==> config.mk <==
export PLATFORM = sky130hd
export DESIGN_NAME = pci_config_ident_command
export DESIGN_NICKNAME = d
export VERILOG_FILES = /design/src/common/cfg_ident_pkg.sv /design/src/logic/pci_config_ident_command.sv
export SDC_FILE = /design/constraint.sdc
export NUM_CORES = 1
export LEC_CHECK = 0
export BUFFER_PORTS_ARGS = -buffer_cell sky130_fd_sc_hd__buf_2
export CORE_MARGIN = 5
export CORE_UTILIZATION = 40
export DETAILED_ROUTE_END_ITERATION = 8
export GPL_TIMING_DRIVEN = 0
export PLACE_DENSITY = 0.75
export SLEW_MARGIN = 15
export SYNTH_ARGS = -nofsm -noshare
export SYNTH_HDL_FRONTEND = slang
export SYNTH_SLANG_ARGS = --single-unit
==> constraint.sdc <==
create_clock -name ref_clk -period 1.4 [get_ports ref_clk]
set_input_delay 0.14 -clock ref_clk [delete_from_list [all_inputs] [get_ports ref_clk]]
set_output_delay 0.14 -clock ref_clk [all_outputs]
set_load 0.03 [all_outputs]
==> src/common/cfg_ident_pkg.sv <==
`default_nettype none
package cfg_ident_pkg;

	// configuration header dword indices (byte offset / 4)
	localparam logic [5:0] IDX_IDENT   = 6'h00;
	localparam logic [5:0] IDX_CMDSTAT = 6'h01;
	localparam logic [5:0] IDX_CLASS   = 6'h02;
	localparam logic [5:0] IDX_MISC    = 6'h03;

	// byte offsets of the halfword registers inside the header
	localparam logic [7:0] OFS_MAKER_ID  = 8'h00;
	localparam logic [7:0] OFS_DEVICE_TYPE_IDENTIFIER = 8'h02;
	localparam logic [7:0] OFS_COMMAND   = 8'h04;

	// command register field positions
	localparam int CMD_IO     = 0;
	localparam int CMD_MEM    = 1;
	localparam int CMD_MASTER = 2;
	localparam int CMD_SPEC   = 3;
	localparam int CMD_MWI    = 4;
	localparam int CMD_VGA    = 5;
	localparam int CMD_PERR   = 6;
	localparam int CMD_STEP   = 7;
	localparam int CMD_SERR   = 8;
	localparam int CMD_FBB    = 9;

	// writable command bits and their reset value
	localparam logic [15:0] CMD_WMASK = 16'h0156;
	localparam logic [15:0] CMD_RESET = 16'h0016;

	// misc dword byte lanes
	localparam int LANE_CACHE   = 0;
	localparam int LANE_LATENCY = 1;
	localparam logic [7:0] CACHE_RESET   = 8'h00;
	localparam logic [7:0] LATENCY_RESET = 8'h00;

	// physical-layer page select codes and register addresses
	localparam logic [2:0] PAGE_PORT   = 3'h0;
	localparam logic [2:0] PAGE_VENDOR = 3'h1;
	localparam logic [3:0] PA_COMPLY   = 4'h8;
	localparam logic [3:0] PA_COMPANY0 = 4'h9;
	localparam logic [3:0] PA_COMPANY1 = 4'hA;
	localparam logic [3:0] PA_COMPANY2 = 4'hB;
	localparam logic [3:0] PA_PRODUCT0 = 4'hC;
	localparam logic [3:0] PA_PRODUCT1 = 4'hD;
	localparam logic [3:0] PA_PRODUCT2 = 4'hE;
	localparam logic [7:0] COMPLY_RESET = 8'h01;

	// configuration access request from the host bridge decode
	typedef struct packed {
		logic        sel;
		logic        write;
		logic [5:0]  idx;
		logic [3:0]  be;
		logic [31:0] wdata;
	} cfg_req_t;

	// physical-layer register read request
	typedef struct packed {
		logic       rd;
		logic [2:0] page;
		logic [3:0] addr;
	} phy_req_t;

	// decoded command controls
	typedef struct packed {
		logic memEn;
		logic masterEn;
		logic mwiEn;
		logic perrEn;
		logic serrEn;
	} cmd_ctl_t;

endpackage : cfg_ident_pkg
`default_nettype wire

==> src/logic/pci_config_ident_command.sv <==
// Notes on behaviour
// - command bit 0 reads zero; input/output space accesses are never claimed.
// - command bit 1 writable, resets one, gates response to memory cycles.
// - command bit 2 writable, resets one; zero blocks all bus mastering.
// - command bit 3 reads zero; special cycles are never monitored.
// - command bit 4 writable, resets one; allows write-and-invalidate when set.
// - command bit 5 reads zero; palette snooping stays disabled.
// - command bit 6 writable, resets zero; enables reaction to parity errors.
// - command bit 7 reads zero; no address or data stepping.
// - command bit 8 writable, resets zero; enables system error checking.
// - command bit 9 reads zero; back-to-back only to same target.
// - command bits 15 to 10 always read zero.
// - offset zero returns fixed read-only 16-bit maker identifier.
// - offset two returns fixed read-only 16-bit device type identifier.
// - vendor page exposes read-only 24-bit company code.
// - vendor page compliance level resets to one; unused locations read zero.
// - with card select low, present the header layout in dwords zero to three.
// - page select 001 picks vendor page; 000 picks port status page.
`default_nettype none
module pci_config_ident_command #(
	parameter logic [15:0] MAKER_ID     = 16'h1234, // arbitrary value
	parameter logic [15:0] DEVICE_TYPE  = 16'h0001, // arbitrary value
	parameter logic [7:0]  REVISION     = 8'h01,    // arbitrary value
	parameter logic [23:0] CLASS_CODE   = 24'h000000, // arbitrary value
	parameter logic [23:0] COMPANY_CODE = 24'hABCDEF, // arbitrary value
	parameter logic [23:0] PRODUCT_CODE = 24'h000001  // arbitrary value
) (
	// clock and reset
	input  wire logic                  ref_clk,
	input  wire logic                  rst,
	// pin: card/bus mode select, low selects bus mode
	input  wire logic                  cardOn,
	// configuration access
	input  wire cfg_ident_pkg::cfg_req_t cfgReq,
	output logic                       cfgAck,
	output logic [31:0]                cfgRdata,
	// physical-layer register read
	input  wire cfg_ident_pkg::phy_req_t phyReq,
	output logic                       phyAck,
	output logic [7:0]                 phyRdata,
	// requests from the rest of the controller
	input  wire logic                  memHit,
	input  wire logic                  ioHit,
	input  wire logic                  masterReq,
	input  wire logic                  mwiWanted,
	input  wire logic                  perrSeen,
	input  wire logic                  serrCause,
	// gated answers and control levels
	output logic                       memClaim,
	output logic                       ioClaim,
	output logic                       masterGo,
	output logic                       mwiUse,
	output logic                       perrAct,
	output logic                       serrAct,
	output cfg_ident_pkg::cmd_ctl_t    cmdCtl
);

	// storage
	logic [15:0] cmd_ff;
	logic [7:0]  cache_ff;
	logic [7:0]  latency_ff;
	logic        cardSyncA_ff;
	logic        cardSyncB_ff;
	logic        cardSyncC_ff;
	logic        cardMode_ff;
	logic        cfgAck_ff;
	logic [31:0] cfgRdata_ff;
	logic        phyAck_ff;
	logic [7:0]  phyRdata_ff;
	logic        memClaim_ff;
	logic        ioClaim_ff;
	logic        masterGo_ff;
	logic        mwiUse_ff;
	logic        perrAct_ff;
	logic        serrAct_ff;

	// next values
	logic [15:0] nxt_cmd;
	logic [7:0]  nxt_cache;
	logic [7:0]  nxt_latency;
	logic [31:0] nxt_cfgRdata;
	logic [7:0]  nxt_phyRdata;

	// decode of configuration accesses
	wire logic        busMode  = ~cardMode_ff;
	wire logic        cfgWr    = cfgReq.sel & cfgReq.write & busMode;
	wire logic        hitCmd   = cfgReq.idx == cfg_ident_pkg::IDX_CMDSTAT;
	wire logic        hitMisc  = cfgReq.idx == cfg_ident_pkg::IDX_MISC;
	wire logic [15:0] cmdBe    = {{8{cfgReq.be[1]}}, {8{cfgReq.be[0]}}};
	wire logic [15:0] cmdWrMsk = cmdBe & cfg_ident_pkg::CMD_WMASK;

	// command register write merge, only writable bits change
	// memory enable
	assign nxt_cmd = (cfgWr && hitCmd)
		? ((cmd_ff & ~cmdWrMsk) | (cfgReq.wdata[15:0] & cmdWrMsk))
		: cmd_ff;

	// cache line size and latency timer byte writes
	assign nxt_cache = (cfgWr && hitMisc && cfgReq.be[cfg_ident_pkg::LANE_CACHE])
		? cfgReq.wdata[7:0] : cache_ff;
	assign nxt_latency = (cfgWr && hitMisc && cfgReq.be[cfg_ident_pkg::LANE_LATENCY])
		? cfgReq.wdata[15:8] : latency_ff;

	// header read image
	// maker identifier
	wire logic [31:0] rdIdent = {DEVICE_TYPE, MAKER_ID};
	wire logic [31:0] rdCmd   = {16'h0000, cmd_ff & cfg_ident_pkg::CMD_WMASK};
	wire logic [31:0] rdClass = {CLASS_CODE, REVISION};
	wire logic [31:0] rdMisc  = {16'h0000, latency_ff, cache_ff};

	always_comb begin
		nxt_cfgRdata = 32'h00000000;
		if (busMode) begin
			unique case (cfgReq.idx)
				cfg_ident_pkg::IDX_IDENT:   nxt_cfgRdata = rdIdent;
				cfg_ident_pkg::IDX_CMDSTAT: nxt_cfgRdata = rdCmd;
				cfg_ident_pkg::IDX_CLASS:   nxt_cfgRdata = rdClass;
				cfg_ident_pkg::IDX_MISC:    nxt_cfgRdata = rdMisc;
				default:                    nxt_cfgRdata = 32'h00000000;
			endcase
		end
	end

	// physical-layer vendor page read image
	// page select
	wire logic vendorPage = phyReq.page == cfg_ident_pkg::PAGE_VENDOR;

	always_comb begin
		nxt_phyRdata = 8'h00;
		if (vendorPage) begin
			unique case (phyReq.addr)
				cfg_ident_pkg::PA_COMPLY:   nxt_phyRdata = cfg_ident_pkg::COMPLY_RESET;
				cfg_ident_pkg::PA_COMPANY0: nxt_phyRdata = COMPANY_CODE[23:16];
				cfg_ident_pkg::PA_COMPANY1: nxt_phyRdata = COMPANY_CODE[15:8];
				cfg_ident_pkg::PA_COMPANY2: nxt_phyRdata = COMPANY_CODE[7:0];
				cfg_ident_pkg::PA_PRODUCT0: nxt_phyRdata = PRODUCT_CODE[23:16];
				cfg_ident_pkg::PA_PRODUCT1: nxt_phyRdata = PRODUCT_CODE[15:8];
				cfg_ident_pkg::PA_PRODUCT2: nxt_phyRdata = PRODUCT_CODE[7:0];
				default:                    nxt_phyRdata = 8'h00;
			endcase
		end
	end

	// card select synchroniser, change taken once second and third agree
	always_ff @(posedge ref_clk) begin
		if (rst) begin
			cardSyncA_ff <= 1'b0;
			cardSyncB_ff <= 1'b0;
			cardSyncC_ff <= 1'b0;
			cardMode_ff  <= 1'b0;
		end else begin
			cardSyncA_ff <= cardOn;
			cardSyncB_ff <= cardSyncA_ff;
			cardSyncC_ff <= cardSyncB_ff;
			if (cardSyncB_ff == cardSyncC_ff) begin
				cardMode_ff <= cardSyncC_ff;
			end
		end
	end

	// configuration registers
	always_ff @(posedge ref_clk) begin
		if (rst) begin
			cmd_ff     <= cfg_ident_pkg::CMD_RESET;
			cache_ff   <= cfg_ident_pkg::CACHE_RESET;
			latency_ff <= cfg_ident_pkg::LATENCY_RESET;
		end else begin
			cmd_ff     <= nxt_cmd;
			cache_ff   <= nxt_cache;
			latency_ff <= nxt_latency;
		end
	end

	// config port answer, one cycle after each access, data only on reads
	// header answer
	answer_reg #(
		.WIDTH(32)
	) i_cfgAnswer (
		.ref_clk (ref_clk),
		.rst     (rst),
		.strobe  (cfgReq.sel),
		.isRead  (~cfgReq.write),
		.image   (nxt_cfgRdata),
		.ack     (cfgAck_ff),
		.rdata   (cfgRdata_ff)
	);

	// physical-layer port answer, every request there is a read
	// unused read zero
	answer_reg #(
		.WIDTH(8)
	) i_phyAnswer (
		.ref_clk (ref_clk),
		.rst     (rst),
		.strobe  (phyReq.rd),
		.isRead  (1'b1),
		.image   (nxt_phyRdata),
		.ack     (phyAck_ff),
		.rdata   (phyRdata_ff)
	);

	// invalidate needs a master request and both master and invalidate enables
	wire logic mwiReq   = masterReq & mwiWanted;
	wire logic mwiAllow = cmd_ff[cfg_ident_pkg::CMD_MASTER] & cmd_ff[cfg_ident_pkg::CMD_MWI];

	// gating of bus activity by the command bits, one cycle of latency each
	// memory claim
	cmd_gate_flop i_memGate (
		.ref_clk (ref_clk),
		.rst     (rst),
		.req     (memHit),
		.enable  (cmd_ff[cfg_ident_pkg::CMD_MEM]),
		.gated   (memClaim_ff)
	);

	cmd_gate_flop i_ioGate (
		.ref_clk (ref_clk),
		.rst     (rst),
		.req     (ioHit),
		.enable  (cmd_ff[cfg_ident_pkg::CMD_IO]), // constant low bit, so never set
		.gated   (ioClaim_ff)
	);

	cmd_gate_flop i_masterGate (
		.ref_clk (ref_clk),
		.rst     (rst),
		.req     (masterReq),
		.enable  (cmd_ff[cfg_ident_pkg::CMD_MASTER]),
		.gated   (masterGo_ff)
	);

	cmd_gate_flop i_mwiGate (
		.ref_clk (ref_clk),
		.rst     (rst),
		.req     (mwiReq),
		.enable  (mwiAllow),
		.gated   (mwiUse_ff)
	);

	cmd_gate_flop i_perrGate (
		.ref_clk (ref_clk),
		.rst     (rst),
		.req     (perrSeen),
		.enable  (cmd_ff[cfg_ident_pkg::CMD_PERR]),
		.gated   (perrAct_ff)
	);

	cmd_gate_flop i_serrGate (
		.ref_clk (ref_clk),
		.rst     (rst),
		.req     (serrCause),
		.enable  (cmd_ff[cfg_ident_pkg::CMD_SERR]),
		.gated   (serrAct_ff)
	);

	// outputs straight from flip-flops
	assign cfgAck   = cfgAck_ff;
	assign cfgRdata = cfgRdata_ff;
	assign phyAck   = phyAck_ff;
	assign phyRdata = phyRdata_ff;
	assign memClaim = memClaim_ff;
	assign ioClaim  = ioClaim_ff;
	assign masterGo = masterGo_ff;
	assign mwiUse   = mwiUse_ff;
	assign perrAct  = perrAct_ff;
	assign serrAct  = serrAct_ff;
	// command enables as levels, one driver for the whole struct
	assign cmdCtl = '{
		memEn:    cmd_ff[cfg_ident_pkg::CMD_MEM],
		masterEn: cmd_ff[cfg_ident_pkg::CMD_MASTER],
		mwiEn:    cmd_ff[cfg_ident_pkg::CMD_MWI],
		perrEn:   cmd_ff[cfg_ident_pkg::CMD_PERR],
		serrEn:   cmd_ff[cfg_ident_pkg::CMD_SERR]
	};

endmodule : pci_config_ident_command

// request level registered and gated by one command enable bit
module cmd_gate_flop (
	// clock and reset
	input  wire logic ref_clk,
	input  wire logic rst,
	// request and its enabling command bit
	input  wire logic req,
	input  wire logic enable,
	// gated level, one cycle late
	output logic      gated
);

	logic gated_ff;

	// reset clears the level so nothing leaks out during reset
	always_ff @(posedge ref_clk) begin
		if (rst) begin
			gated_ff <= 1'b0;
		end else begin
			gated_ff <= req & enable;
		end
	end

	assign gated = gated_ff;

endmodule : cmd_gate_flop

// one-cycle answer register shared by both access ports
module answer_reg #(
	parameter int WIDTH = 8
) (
	// clock and reset
	input  wire logic             ref_clk,
	input  wire logic             rst,
	// request strobe, read qualifier and read image
	input  wire logic             strobe,
	input  wire logic             isRead,
	input  wire logic [WIDTH-1:0] image,
	// answer, standing for one cycle
	output logic                  ack,
	output logic [WIDTH-1:0]      rdata
);

	logic             ack_ff;
	logic [WIDTH-1:0] rdata_ff;

	// data is zero unless a read is answered, so stale values never show
	always_ff @(posedge ref_clk) begin
		if (rst) begin
			ack_ff   <= 1'b0;
			rdata_ff <= '0;
		end else begin
			ack_ff   <= strobe;
			rdata_ff <= (strobe && isRead) ? image : '0;
		end
	end

	assign ack   = ack_ff;
	assign rdata = rdata_ff;

endmodule : answer_reg
`default_nettype wire

== Yosys cells after proc, flatten, opt, wreduce, memory -nomap -nowiden ==
Cells that the tools add are included.
Cells by class
  reductions and logical operators: 9
  bitwise gates (word level): 19
  equal/unequal tests: 10
  multiplexer cells: 2
Operators with widths (count)
  17-bit case mux with 4 select lines: 1
  8-bit case mux with 4 select lines: 1
  4-bit == test, second input constant: 5
  16-bit AND: 1
  16-bit by 9-bit AND with 16-bit output: 1
  9-bit inverter with 16-bit output: 1
  16-bit bitwise OR: 1
  6-bit by 2-bit == test with 1-bit output, second input constant: 2
  1-bit AND: 10
  6-bit by 1-bit == test with 1-bit output, second input constant: 1
  6-bit zero test: 1
  3-bit OR reduction: 2
  1-bit logical AND: 5
  1-bit inverter: 5
  3-bit by 1-bit == test with 1-bit output, second input constant: 1
  2-bit OR reduction: 1
  1-bit == test: 1
Word-level totals
  bits in registers: 84
  bits of input ports: 61
  word-level logic and storage cells: 57
  output and inout bits: 53

== Longest topological paths before layout ==
Gate-level depths: netlist (run 1).
  depth after elaboration: 4
  mapped depth: 4

== Modules after synthesis ==
A second synthesis (run 1) with hierarchy kept.
Unflattened totals
  cells, all modules: 260
  area, all modules: 2862.7 µm²
Modules (own cells, without submodules)
  pci_config_ident_command: area each 1372.6 µm², seq. area each 500.5 µm², times used 1, cells each 155
  answer_reg (i_cfgAnswer): area each 1051.0 µm², seq. area each 660.6 µm², times used 1, cells each 75
  answer_reg (i_phyAnswer): area each 266.5 µm², seq. area each 180.2 µm², times used 1, cells each 18
  cmd_gate_flop: area each 28.8 µm², seq. area each 20.0 µm², times used 6, cells each 2

== Least setup slack after synthesis (run 1) ==
Ideal clock, no wire load.
  kind: input to register
  start: input port cfgReq[39] (netlist name)
  end: register cache_ff[0]
  cell stages on the path: 4
  setup time: 72 ps
  arrival time: 1409 ps
  slack: -81 ps
  data required time: 1328 ps
  buffers on the path: 1
  cells stage by stage: or4_4 -> buf_6 -> nor3_4 -> mux2i_1
Between the ends
  cells in the longest elaborated chain, start to end: 3
Ends and longest elaborated chain
  from (decl): line pci_config_ident_command.sv:34  | input wire cfg_ident_pkg::cfg_req_t cfgReq,
  6-bit by 2-bit == test with 1-bit output: line pci_config_ident_command.sv:88  | wire logic hitMisc = cfgReq.idx == cfg_ident_pkg::IDX_MISC;
  1-bit logical AND (2 in series): line pci_config_ident_command.sv:99  | assign nxt_cache = (cfgWr && hitMisc && cfgReq.be[cfg_ident_pkg::LANE_CACHE])
  to (signal assigned): line pci_config_ident_command.sv:165  | cache_ff <= cfg_ident_pkg::CACHE_RESET;
  to (signal assigned): line pci_config_ident_command.sv:169  | cache_ff <= nxt_cache;
  to (decl): line pci_config_ident_command.sv:60  | logic [7:0] cache_ff;
Every way passes these cells.
A chain may end at the register's enable or synchronous reset.

==> PnR_summary.wiki, run 1 <==
{| class="wikitable"
! Metric !! Value
|-
| VDD IR max || ~0.0005 V
|-
| Count of different cell masters after synthesis || 30
|-
| Wire length of the first global-routing pass || 7990 µm
|-
| Period minus WS final || between 1000 and 1500 ps
|-
| RSZ-0062 raised after global routing || true
|-
| Via density per instance || 4.27
|-
| Flip-flop and latch count after synthesis || 53
|-
| Max-capacitance violation count || 0
|-
| Maximum clock frequency || roughly 750 MHz
|-
| Worst hold margin || roughly 36 ps
|-
| Via count of the first global-routing pass || around 1700
|-
| Worst-case clock buffer depth || 2
|-
| DP HPWL || around 3600 µm
|-
| Combined global-route utilization of all metal layers || between 10% and 20%
|-
| Logic depth of the worst register-to-register path || 5
|-
| Chip Height || approximately 84 µm
|-
| Area of the die || around 7000 µm²
|-
| TritonCTS buffer count || 5
|-
| Worst Min Path Start || serrCause
|-
| Startpoint of the most critical register-to-register path || cardMode_ff
|-
| Clk_skew || slightly above 6 ps
|-
| Launching element type of the critical path || register
|-
| Master cell of the clock root buffer || clkbuf_8
|-
| Number of hold violations in the final report || 0
|-
| Global placer's final weighted congestion || around 0.77
|-
| Number of input and output port buffers inserted || just under 80
|-
| Antenna viol nets, final || 0
|-
| Synth Instances || about 210
|-
| Mean area per synthesized cell || slightly above 10 µm²
|-
| Measured slew at the worst slew-check pin || slightly below 600 ps
|-
| Endpoints failing setup || 0
|-
| Share of layout cells above drive strength 1 || 38.3%
|-
| Core region area || just over 5000 µm²
|-
| Critical Path AT || 1560 ps
|-
| Worst path slowest cell || dfxtp_2
|-
| Synth warn || 0
|-
| Leftover overflow at the end of global routing || 0
|-
| Maximum fanout encountered on the critical timing path || 5
|-
| Initial core utilization || between 40% and 50%
|-
| Static leakage || ~1.4 nW
|-
| Outcome || completed
|-
| Setup slack of the most critical reg-to-reg path || 70 ps
|-
| Power, Total || about 2.7 mW
|-
| Combined area of all synthesized cells || about 2200 µm²
|-
| Power density over cell area || 921 nW/µm²
|-
| CP delay by family, top || flip-flops
|-
| Share of the clock period used by the worst path || between 90% and 100%
|-
| Maximum number of pins on one net before global-route repair || 16
|-
| Total Nets Final || ~380
|-
| WS Path Type || reg2reg
|-
| Count of unresolved DRC violations after routing || 0
|-
| WL per Instance || 12.2 µm
|-
| Vias post-DR || between 1500 and 2000
|-
| Critical path buffer and inverter count || 2
|-
| Final wirelength || 4780 µm
|-
| Worst hold path class || in2reg
|-
| Clock tree from TritonCTS || done
|-
| Width of the chip || about 84 µm
|-
| Clock Latency Late Sink || ~300 ps
|-
| Crit-path most repeated cell || buf_4
|-
| Layout overhead on the synthesized area || 33.0%
|-
| Number of antenna violations at the first check in global routing || 0
|-
| Reg clk slew, reported paths || approximately 90 ps
|-
| Cell-by-cell trace of the critical path || nand4b_1 > buf_4 > nor4_4 > buf_4 > mux2i_1
|-
| Rel. slew slack || slightly above 60%
|-
| Number of standard-cell rows in the floorplan || 26
|-
| Boundary pin count || ~110
|-
| Largest incremental delay on the critical path || 360 ps
|-
| Number of search-and-repair iterations in the first detailed-routing pass || 4
|-
| Share of the yosys chip area belonging to registers || just under 50%
|-
| Total number of H-tree levels || 2
|-
| DRC violation total after the first TritonRoute iteration || between 50 and 60
|-
| Worst hold path endpoint || i_serrGate.gated
|-
| Worst path required time || roughly 1600 ps
|-
| Clock Sinks || 53
|-
| Crit. End Element || register
|-
| Hold Path Cell Cnt || 3
|-
| Antenna fix cells || 0
|-
| Total count of max-transition violations in the final report || 0
|}
-- worst register-to-register path, delay by kind of cell (launching register included) --
| kind | cells | cell delay (ps) |
|---|---|---|
| AND/OR/NAND/NOR | 2 | 360 |
| flip-flops | 1 | 360 |
| buffers and inverters | 2 | 340 |
| multiplexers | 1 | 200 |
-- cell usage in the layout (no fill, tap or decap), drive strengths merged, types with 2 or more instances in the layout --
| master | instances |
|---|---|
| nand2 | 5 |
| o21ai | 3 |
| a21oi | 6 |
| and3 | 2 |
| nand2b | 34 |
| conb | 17 |
| nor2 | 16 |
| buf | 107 |
| nor4b | 2 |
| dfxtp | 53 |
| inv | 5 |
| clkbuf | 12 |
| nand4b | 2 |
| nor3 | 3 |
| nor4 | 3 |
| nor2b | 5 |
| and2 | 10 |
| clkinv | 2 |
| mux2i | 24 |
-- worst max-delay path by stage --
stage                           start     endpoint  slack, ps  depth (start not counted)
after floorplan            cfgReq[39]  cache_ff[0]        -60                          4
after global routing      cardMode_ff  cache_ff[0]        -40                          5
after detailed placement   cfgReq[39]  cache_ff[3]       -330                          5
after CTS                 cardMode_ff     register         20                          3
after global placement     cfgReq[39]  cache_ff[0]       -320                          5
final                     cardMode_ff     register         70                          5
-- synth_stat cells, drive strengths merged --
master / count / area share (%)
nand3: 1 / 0.23
clkbuf: 6 / 1.0
mux2i: 24 / 11
or4: 1 / 0.52
and3b: 1 / 0.40
a21o: 1 / 0.35
conb: 1 / 0.17
dfxtp: 53 / 49
inv: 5 / 0.87
buf: 25 / 8.8
nor2: 16 / 2.8
nor4: 3 / 1.6
o21ai: 3 / 0.69
nand4bb: 1 / 0.52
o21bai: 1 / 0.35
nor2b: 5 / 1.4
nand2b: 34 / 9.8
and3: 2 / 0.58
nor4b: 2 / 0.81
o21a: 1 / 0.35
nor3b: 1 / 0.35
nand2: 5 / 0.87
nand4b: 2 / 0.81
a21oi: 6 / 1.4
nor4bb: 1 / 0.46
and2: 10 / 2.9
nor3: 3 / 1.7
-- cell type report --
cell class	count	area (µm²)
clock inverters	2	10.0
well taps	70	87.6
flip-flops and latches	53	1060
fillers	459	2290
inverters	5	18.8
multi-input cells	141	955
repair buffers	83	458
clock buffers	6	72.6
plain buffers	31	214
-- sequential cells by signal, summed over array words and instances, names as in the netlist, named ones only --
register / flops
cache_ff: 8
i_memGate.gated: 1
cardSyncA_ff: 1
latency_ff: 8
i_phyAnswer.ack: 1
i_cfgAnswer.rdata: 17
cardMode_ff: 1
i_perrGate.gated: 1
cardSyncB_ff: 1
i_phyAnswer.rdata: 4
i_mwiGate.gated: 1
i_masterGate.gated: 1
i_cfgAnswer.ack: 1
cardSyncC_ff: 1
i_serrGate.gated: 1
-- what timing repair did --
action	in CTS	in global routing
setup buffers	4	1
hold buffers	1	0
hold endpoints to repair	1	0
gates resized for setup	1	5
gates cloned	0	0
endpoints found under the setup margin	31	27
pin swaps	2	2
-- where the power goes --
group	switching (mW)	leakage, nW	internal, mW
registers	0.00324	0.429	1.52
logic	0.176	0.879	0.131
clock network	0.474	0.0450	0.348
-- cell families after synthesis --
group,share of synthesized area [%]
simple gates,25.8
flops,49.0
buf+inv,10.8
mux,11.1
compound gates,3.12
other cells,0.173
-- per-layer routing --
| metal | vias to the layer above | part of all wire (%) | global-route usage, % |
|---|---|---|---|
| li1 | 869 | - | - |
| met2 | 57 | 50 | 24.4 |
| met1 | 733 | 41 | 15.8 |
| met3 | 9 | 7.7 | 4.94 |
| met5 | - | 0 | 0 |
| met4 | 0 | 1.5 | 4.24 |
-- per-stage QoR --
step | cells | TNS (ps) | util (%) | worst slack (ps) | area, µm²
2_1_floorplan | 230 | -713 | - | -63.7 | 2220
3_3_place_gp | 377 | -6400 | 52.1 | -317 | 2700
3_5_place_dp | 377 | -6830 | 52.1 | -326 | 2700
4_1_cts | 390 | 0 | 55.1 | 19.5 | 2850
5_1_grt | 391 | -41.6 | 55.6 | -38.3 | 2880
6_report | 391 | 0 | 55.6 | 68.1 | 2880
Note: power is estimated with default switching activity, not from simulation.
==> inputs of run 2 (changes only) <==
--- a/config.mk
+++ b/config.mk
@@ -6,11 +6,13 @@
 export NUM_CORES = 1
 export LEC_CHECK = 0
 export BUFFER_PORTS_ARGS = -buffer_cell sky130_fd_sc_hd__buf_2
+export CELL_PAD_IN_SITES_DETAIL_PLACEMENT = 0
+export CELL_PAD_IN_SITES_GLOBAL_PLACEMENT = 1
 export CORE_MARGIN = 5
-export CORE_UTILIZATION = 40
+export CORE_UTILIZATION = 29
 export DETAILED_ROUTE_END_ITERATION = 8
 export GPL_TIMING_DRIVEN = 0
-export PLACE_DENSITY = 0.75
+export PLACE_DENSITY_LB_ADDON = 0.1
 export SLEW_MARGIN = 15
 export SYNTH_ARGS = -nofsm -noshare
 export SYNTH_HDL_FRONTEND = slang
==> run 2 against run 1 <==
Wire length increased by 7.9%; maximum frequency increased by 2.0%; critical path depth unchanged; die area increased by 33%; first-iteration DRC count decreased by 1.9%; combinational power about the same; final cell count increased by 7.4%; non-clock buffer count increased by 1; global-route usage decreased by 2.4 points; clock power increased by 3.3%; clock skew decreased by 1.0 ps; flip-flop and latch count unchanged; largest cell class unchanged; largest power group unchanged.
==> PnR_summary.wiki, run 2 (synthesis results as in run 1) <==
{| class="wikitable"
! Metric !! Value
|-
| Commonest non-fill, non-tap cell in the layout || buf_2
|-
| Boundary pin count || 114 (unchanged)
|-
| Rel. slew slack || 60.2% (-0.16 points)
|-
| Total number of H-tree levels || 2 (unchanged)
|-
| Reg clk slew, reported paths || 90 ps (about the same)
|-
| Global placer's final weighted congestion || 0.692 (-9.6%)
|-
| Area of the die || 9290 µm² (+33%)
|-
| Antenna fix cells || 0 (unchanged)
|-
| Power density over cell area || 917 nW/µm² (-0.50%)
|-
| DP HPWL || 4000 µm (+11%)
|-
| Launching element type of the critical path || register
|-
| Largest incremental delay on the critical path || 370 ps (about the same)
|-
| Final wirelength || 5160 µm (+7.9%)
|-
| Combined global-route utilization of all metal layers || 11.5% (-2.4 points)
|-
| Crit. End Element || register
|-
| Clock Sinks || 53 (unchanged)
|-
| Number of search-and-repair iterations in the first detailed-routing pass || 4 (unchanged)
|-
| Worst path required time || 1630 ps (about the same)
|-
| Count of unresolved DRC violations after routing || 0 (unchanged)
|-
| TritonCTS buffer count || 5 (unchanged)
|-
| Antenna viol nets, final || 0 (unchanged)
|-
| Number of antenna violations at the first check in global routing || 0 (unchanged)
|-
| Share of layout cells above drive strength 1 || 38.0% (-0.31 points)
|-
| Via density per instance || 3.95 (-7.5%)
|-
| Combinational cell fraction of total power || 11.5% (about the same)
|-
| Worst-case clock buffer depth || 2 (unchanged)
|-
| Number of standard-cell rows in the floorplan || 31 (+19%)
|-
| Leftover overflow at the end of global routing || 0 (unchanged)
|-
| WS Path Type || reg2reg
|-
| Worst hold path class || in2reg
|-
| RSZ-0062 raised after global routing || true
|-
| Endpoints failing setup || 0 (unchanged)
|-
| Cell-by-cell trace of the critical path || nand4b_1 > buf_6 > nor4_4 > buf_6 > mux2i_1
|-
| Width of the chip || 96.4 µm (+15%)
|-
| Measured slew at the worst slew-check pin || 597 ps (+7.79 ps)
|-
| Wire length of the first global-routing pass || 7880 µm (-1.4%)
|-
| Number of hold violations in the final report || 0 (unchanged)
|-
| Clk_skew || 5.10 ps (-1.03 ps)
|-
| Sum of met3 wire segment lengths after detailed routing || 280 µm (-24%)
|-
| Placed cell area || 2730 µm² (+1.3%)
|-
| WL per Instance || 12.3 µm (+0.49%)
|-
| Maximum clock frequency || 766 MHz (+2.0%)
|-
| Core region area || 7250 µm² (+40%)
|-
| Master cell of the clock root buffer || clkbuf_8
|-
| Flop pwr share || 56.8% (-0.6 points)
|-
| Sw frac || 23.7% (-0.93 points)
|-
| Clock Latency Late Sink || 300 ps (about the same)
|-
| Number of flip-flops in the largest register || 17 (unchanged)
|-
| Highest layer used for signal routing || met4
|-
| Initial core utilization || 29.8% (-12 points)
|-
| Number of input and output port buffers inserted || 77 (unchanged)
|-
| Total net switching power || 635 µW (-2.8%)
|-
| Maximum number of pins on one net before global-route repair || 15 (-1)
|-
| Layout overhead on the synthesized area || 35.0%
|-
| Chip Height || 96.4 µm (+15%)
|-
| Maximum fanout encountered on the critical timing path || 4 (-1)
|-
| Critical Path AT || 1530 ps (-30 ps)
|-
| Highest-count cells in the layout ignoring fill and taps || buf_2 (77), dfxtp_1 (52), nand2b_1 (34), buf_4 (26), mux2i_1 (24)
|-
| Total Nets Final || 382 (+0.26%)
|-
| Via count of the first global-routing pass || 1687 (+0.54%)
|-
| Vias post-DR || 1657 (-0.66%)
|-
| M1 wire length || 2180 µm (+11%)
|-
| DRC violation total after the first TritonRoute iteration || 53 (-1.9%)
|-
| Internal power consumption || 2.04 mW (+2.2%)
|-
| Power, Total || 2.68 mW (+0.97%)
|-
| Max-capacitance violation count || 0 (unchanged)
|-
| Period minus WS final || 1310 ps (-26.5 ps)
|-
| Total count of max-transition violations in the final report || 0 (unchanged)
|-
| Worst path slowest cell || dfxtp_4
|-
| Share of the clock period used by the worst path || 93.2% (-1.9 points)
|-
| Post-Route Setup TNS || 0 ps (unchanged)
|-
| Finished layout cell area || 2920 µm² (+1.5%)
|-
| Worst hold margin || 48.6 ps (+12.8 ps)
|-
| Crit-path most repeated cell || buf_6
|-
| Clock tree from TritonCTS || done
|-
| Outcome || completed
|-
| Fraction of power consumed by the clock network || 31.7% (+0.7 points)
|-
| Length of routed met2 wiring || 2620 µm (+11%)
|-
| Static leakage || 1.36 nW (+0.39%)
|-
| VDD IR max || 0.000404 V (-18%)
|}
run 2: changes by cell type in the layout (fill, tap and decap cells not counted), sizes merged:
cell,before,now
clkbuf,12,13
clkinv,2,0
buf,107,108
run 2: path summary, 6_finish.rpt:
kind | startpoint | endpoint | cells past startpoint | slack [ps]
min reg2reg | cardSyncA_ff | cardSyncB_ff | 1 | 450
min | serrCause | i_serrGate.gated | 3 | 50
max reg2reg | cardMode_ff | register | 5 | 90
max | cardMode_ff | register | 5 | 90
run 2: routing by layer:
layer | vias up | GRT usage, %
met5 | - | 0
met4 | 0 | 4.56
met3 | 7 | 2.87
met2 | 45 | 20.1
met1 | 728 | 13.3
li1 | 877 | -
run 2: stage by stage:
| stage | worst slack [ps] | cells | utilization [%] |
|---|---|---|---|
| 2_1_floorplan | -63.7 | 230 | - |
| 3_3_place_gp | -374 | 406 | 37.7 |
| 3_5_place_dp | -402 | 406 | 37.7 |
| 4_1_cts | 15.2 | 418 | 39.7 |
| 5_1_grt | -13.7 | 420 | 40.3 |
| 6_report | 94.6 | 420 | 40.3 |
run 2: area by class of cell:
class,instances,area [µm²]
plain buffers,31,214
clock buffers,7,86.3
fillers,795,4330
inverters,5,18.8
multi-input cells,141,948
flip-flops and latches,53,1060
well taps,99,124
repair buffers,84,464
run 2: repair_timing:
action | CTS | global route
gates resized for setup | 2 | 7
setup endpoints to repair | 37 | 27
setup buffers | 4 | 2
hold endpoints to repair | 1 | 0
pin swaps | 2 | 2
hold buffers | 1 | 0
run 2: power by group through the flow:
stage / combinational (mW) / sequential, mW / clock (mW)
2_1_floorplan: 0.183 / 1.57 / 0
3_3_place_gp: 0.300 / 1.56 / 0
3_5_place_dp: 0.301 / 1.56 / 0
4_1_cts: 0.306 / 1.52 / 0.891
5_1_grt: 0.336 / 1.52 / 0.955
6_report: 0.307 / 1.52 / 0.849
run 2: critical path, delay by kind of cell (launching register included):
| family | cells | cell delay, ps |
|---|---|---|
| AND/OR/NAND/NOR | 2 | 390 |
| flip-flops | 1 | 370 |
| buffers and inverters | 2 | 310 |
| multiplexers | 1 | 170 |
==> inputs of run 3 (changes only) <==
--- a/config.mk
+++ b/config.mk
@@ -9,7 +9,8 @@
 export CELL_PAD_IN_SITES_DETAIL_PLACEMENT = 0
 export CELL_PAD_IN_SITES_GLOBAL_PLACEMENT = 1
 export CORE_MARGIN = 5
-export CORE_UTILIZATION = 29
+export CORE_UTILIZATION = 32
+export CTS_CLUSTER_SIZE = 8
 export DETAILED_ROUTE_END_ITERATION = 8
 export GPL_TIMING_DRIVEN = 0
 export PLACE_DENSITY_LB_ADDON = 0.1
==> constraint.sdc (replaced) <==
create_clock -name ref_clk -period 1.23 [get_ports ref_clk]
set_input_delay 0.123 -clock ref_clk [delete_from_list [all_inputs] [get_ports ref_clk]]
set_output_delay 0.123 -clock ref_clk [all_outputs]
set_load 0.03 [all_outputs]
==> run 3 against run 2 <==
The flow now finishes with violations (setup timing); sequential share of layout area up 0.15 points; die area down 8.4%; design area down 0.64%; sequential power up 14%; first-iteration DRC count down 30%; critical path depth unchanged; clock-buffer cell count unchanged; final cell count down 4.5%; total power up 14%; flip-flop and latch count unchanged; via count up 0.12%; wire length down 2.7%; highest routed layer unchanged.
==> PnR_summary.wiki, run 3 (synthesis results as in run 1) <==
{| class="wikitable"
! Metric !! Value
|-
| Post-Route Setup TNS || -441 ps (-441 ps)
|-
| Setup ws final || -74.8 ps (-169 ps)
|-
| Max-capacitance violation count || 0 (unchanged)
|-
| Number of standard-cell rows in the floorplan || 30 (-3.2%)
|-
| Crit. End Element || register
|-
| Via count of the first global-routing pass || 1724 (+2.2%)
|-
| Total Nets Final || 382 (unchanged)
|-
| Share of the clock period used by the worst path || 106% (+13 points)
|-
| Wire length of the first global-routing pass || 8270 µm (+5.0%)
|-
| Final core utilization || 43.4% (+3.2 points)
|-
| Placed cell area || 2710 µm² (-0.87%)
|-
| Initial core utilization || 32.4% (+2.6 points)
|-
| Chip Height || 92.2 µm (-4.3%)
|-
| Clock tree from TritonCTS || done
|-
| Power density over cell area || 1050 nW/µm² (+15%)
|-
| Total number of H-tree levels || 2 (unchanged)
|-
| Storage element area || 1060 µm² (-0.23%)
|-
| Maximum fanout encountered on the critical timing path || 4 (unchanged)
|-
| Maximum clock frequency || 766 MHz (about the same)
|-
| TritonCTS buffer count || 5 (unchanged)
|-
| Highest-count cells in the layout ignoring fill and taps || buf_2 (77), dfxtp_1 (52), nand2b_1 (34), buf_4 (26), mux2i_1 (24)
|-
| Combined global-route utilization of all metal layers || 12.3% (+0.86 points)
|-
| Master cell of the clock root buffer || clkbuf_8
|-
| Share of layout cells above drive strength 1 || 38.6% (+0.62 points)
|-
| Reg clk slew, reported paths || 90 ps (about the same)
|-
| Number of input and output port buffers inserted || 77 (unchanged)
|-
| Leftover overflow at the end of global routing || 0 (unchanged)
|-
| Total count of max-transition violations in the final report || 0 (unchanged)
|-
| Power, Total || 3.05 mW (+14%)
|-
| Static leakage || 1.35 nW (-0.42%)
|-
| WL per Instance || 12.5 µm (+1.9%)
|-
| Clock Latency Late Sink || 300 ps (about the same)
|-
| Rel. slew slack || 59.4% (-0.78 points)
|-
| Final wirelength || 5020 µm (-2.7%)
|-
| Violated checks || setup timing
|-
| Commonest non-fill, non-tap cell in the layout || buf_2
|-
| Width of the chip || 92.2 µm (-4.3%)
|-
| Finished layout cell area || 2900 µm² (-0.64%)
|-
| Number of inserted filler cells in the final layout || 694 (-13%)
|-
| DRC violation total after the first TritonRoute iteration || 37 (-30%)
|-
| Antenna fix cells || 0 (unchanged)
|-
| Global placer's final weighted congestion || 0.715 (+3.3%)
|-
| Number of flip-flops in the largest register || 17 (unchanged)
|-
| Outcome || complete, but fails checks
|-
| Number of search-and-repair iterations in the first detailed-routing pass || 4 (unchanged)
|-
| Antenna viol nets, final || 0 (unchanged)
|-
| Worst-case clock buffer depth || 2 (unchanged)
|-
| Maximum number of pins on one net before global-route repair || 15 (unchanged)
|-
| Period minus WS final || 1300 ps (-0.624 ps)
|-
| Endpoints failing setup || 19 (+19)
|-
| Worst path required time || 1460 ps (-170 ps)
|-
| Clock Sinks || 53 (unchanged)
|-
| Via density per instance || 4.14 (+4.9%)
|-
| Launching element type of the critical path || register
|-
| Clk_skew || 6.63 ps (+1.54 ps)
|-
| Worst slack, placed || -544 ps (-141 ps)
|-
| Number of standard cells in the layout, taps in and fillers out || 401 (-4.5%)
|-
| Boundary pin count || 114 (unchanged)
|-
| Worst hold margin || 25.8 ps (-22.7 ps)
|-
| Vias post-DR || 1659 (+0.12%)
|-
| Number of hold violations in the final report || 0 (unchanged)
|-
| Worst hold path class || in2reg
|-
| WS Path Type || reg2reg
|-
| VDD IR max || 0.000448 V (+11%)
|-
| Core region area || 6680 µm² (-7.9%)
|-
| Placed Cells incl. Taps || 387 (-4.7%)
|-
| Layout overhead on the synthesized area || 34.1%
|-
| Measured slew at the worst slew-check pin || 603 ps (+6.16 ps)
|-
| RSZ-0062 raised after global routing || true
|-
| Count of unresolved DRC violations after routing || 0 (unchanged)
|-
| Number of antenna violations at the first check in global routing || 0 (unchanged)
|-
| Footprint of the multi-input gates || 956 µm² (+0.79%)
|-
| DP HPWL || 3870 µm (-3.3%)
|-
| Area of the die || 8500 µm² (-8.4%)
|-
| Critical Path AT || 1530 ps (about the same)
|}
==> run 3: report_power, final <==
part | switching, mW | internal, mW | total (mW)
logic | 0.201 | 0.147 | 0.348
registers | 0.00398 | 1.73 | 1.73
clock network | 0.526 | 0.448 | 0.973
total | 0.731 | 2.32 | 3.05
==> run 3: final cells by class <==
| type | instances | area share, % |
|---|---|---|
| flip-flops and latches | 53 | 36.6 |
| multi-input cells | 141 | 32.9 |
| repair buffers | 85 | 16.4 |
| plain buffers | 30 | 6.99 |
| well taps | 80 | 3.45 |
| clock buffers | 7 | 2.98 |
| inverters | 5 | 0.647 |
==> run 3: layer usage <==
metal,vias up,global-route usage (%),part of all wire [%],wire length [µm]
li1,872,-,-,-
met3,5,3.28,5.3,265
met5,-,0,0,0
met4,0,3.96,1.1,56
met1,738,14.0,42,2100
met2,44,22.3,52,2600
==> run 3: timing repair <==
action                     in CTS  in global routing
setup endpoints to repair      38                 41
buffers inserted                6                  1
resized for setup               8                  3
hold buffers                    1                  0
pin swaps                       3                  2
hold endpoints to repair        1                  0
==> run 3: critical path: stages, from the launching register on <==
cell and delay (ps):
dfxtp_2 340, nand4b_1 240, buf_4 190, nor4_4 130, buf_6 160, mux2i_1 170
==> run 3: path summary, 6_finish.rpt <==
path / depth (start not counted) / from / slack (ps) / end
worst max register to register: 5 / cardMode_ff / -70 / register
worst max-delay path: 5 / cardMode_ff / -70 / register
worst min register to register: 1 / latency_ff[2] / 460 / i_cfgAnswer.rdata[10]
worst min-delay path: 2 / cardOn / 30 / cardSyncA_ff
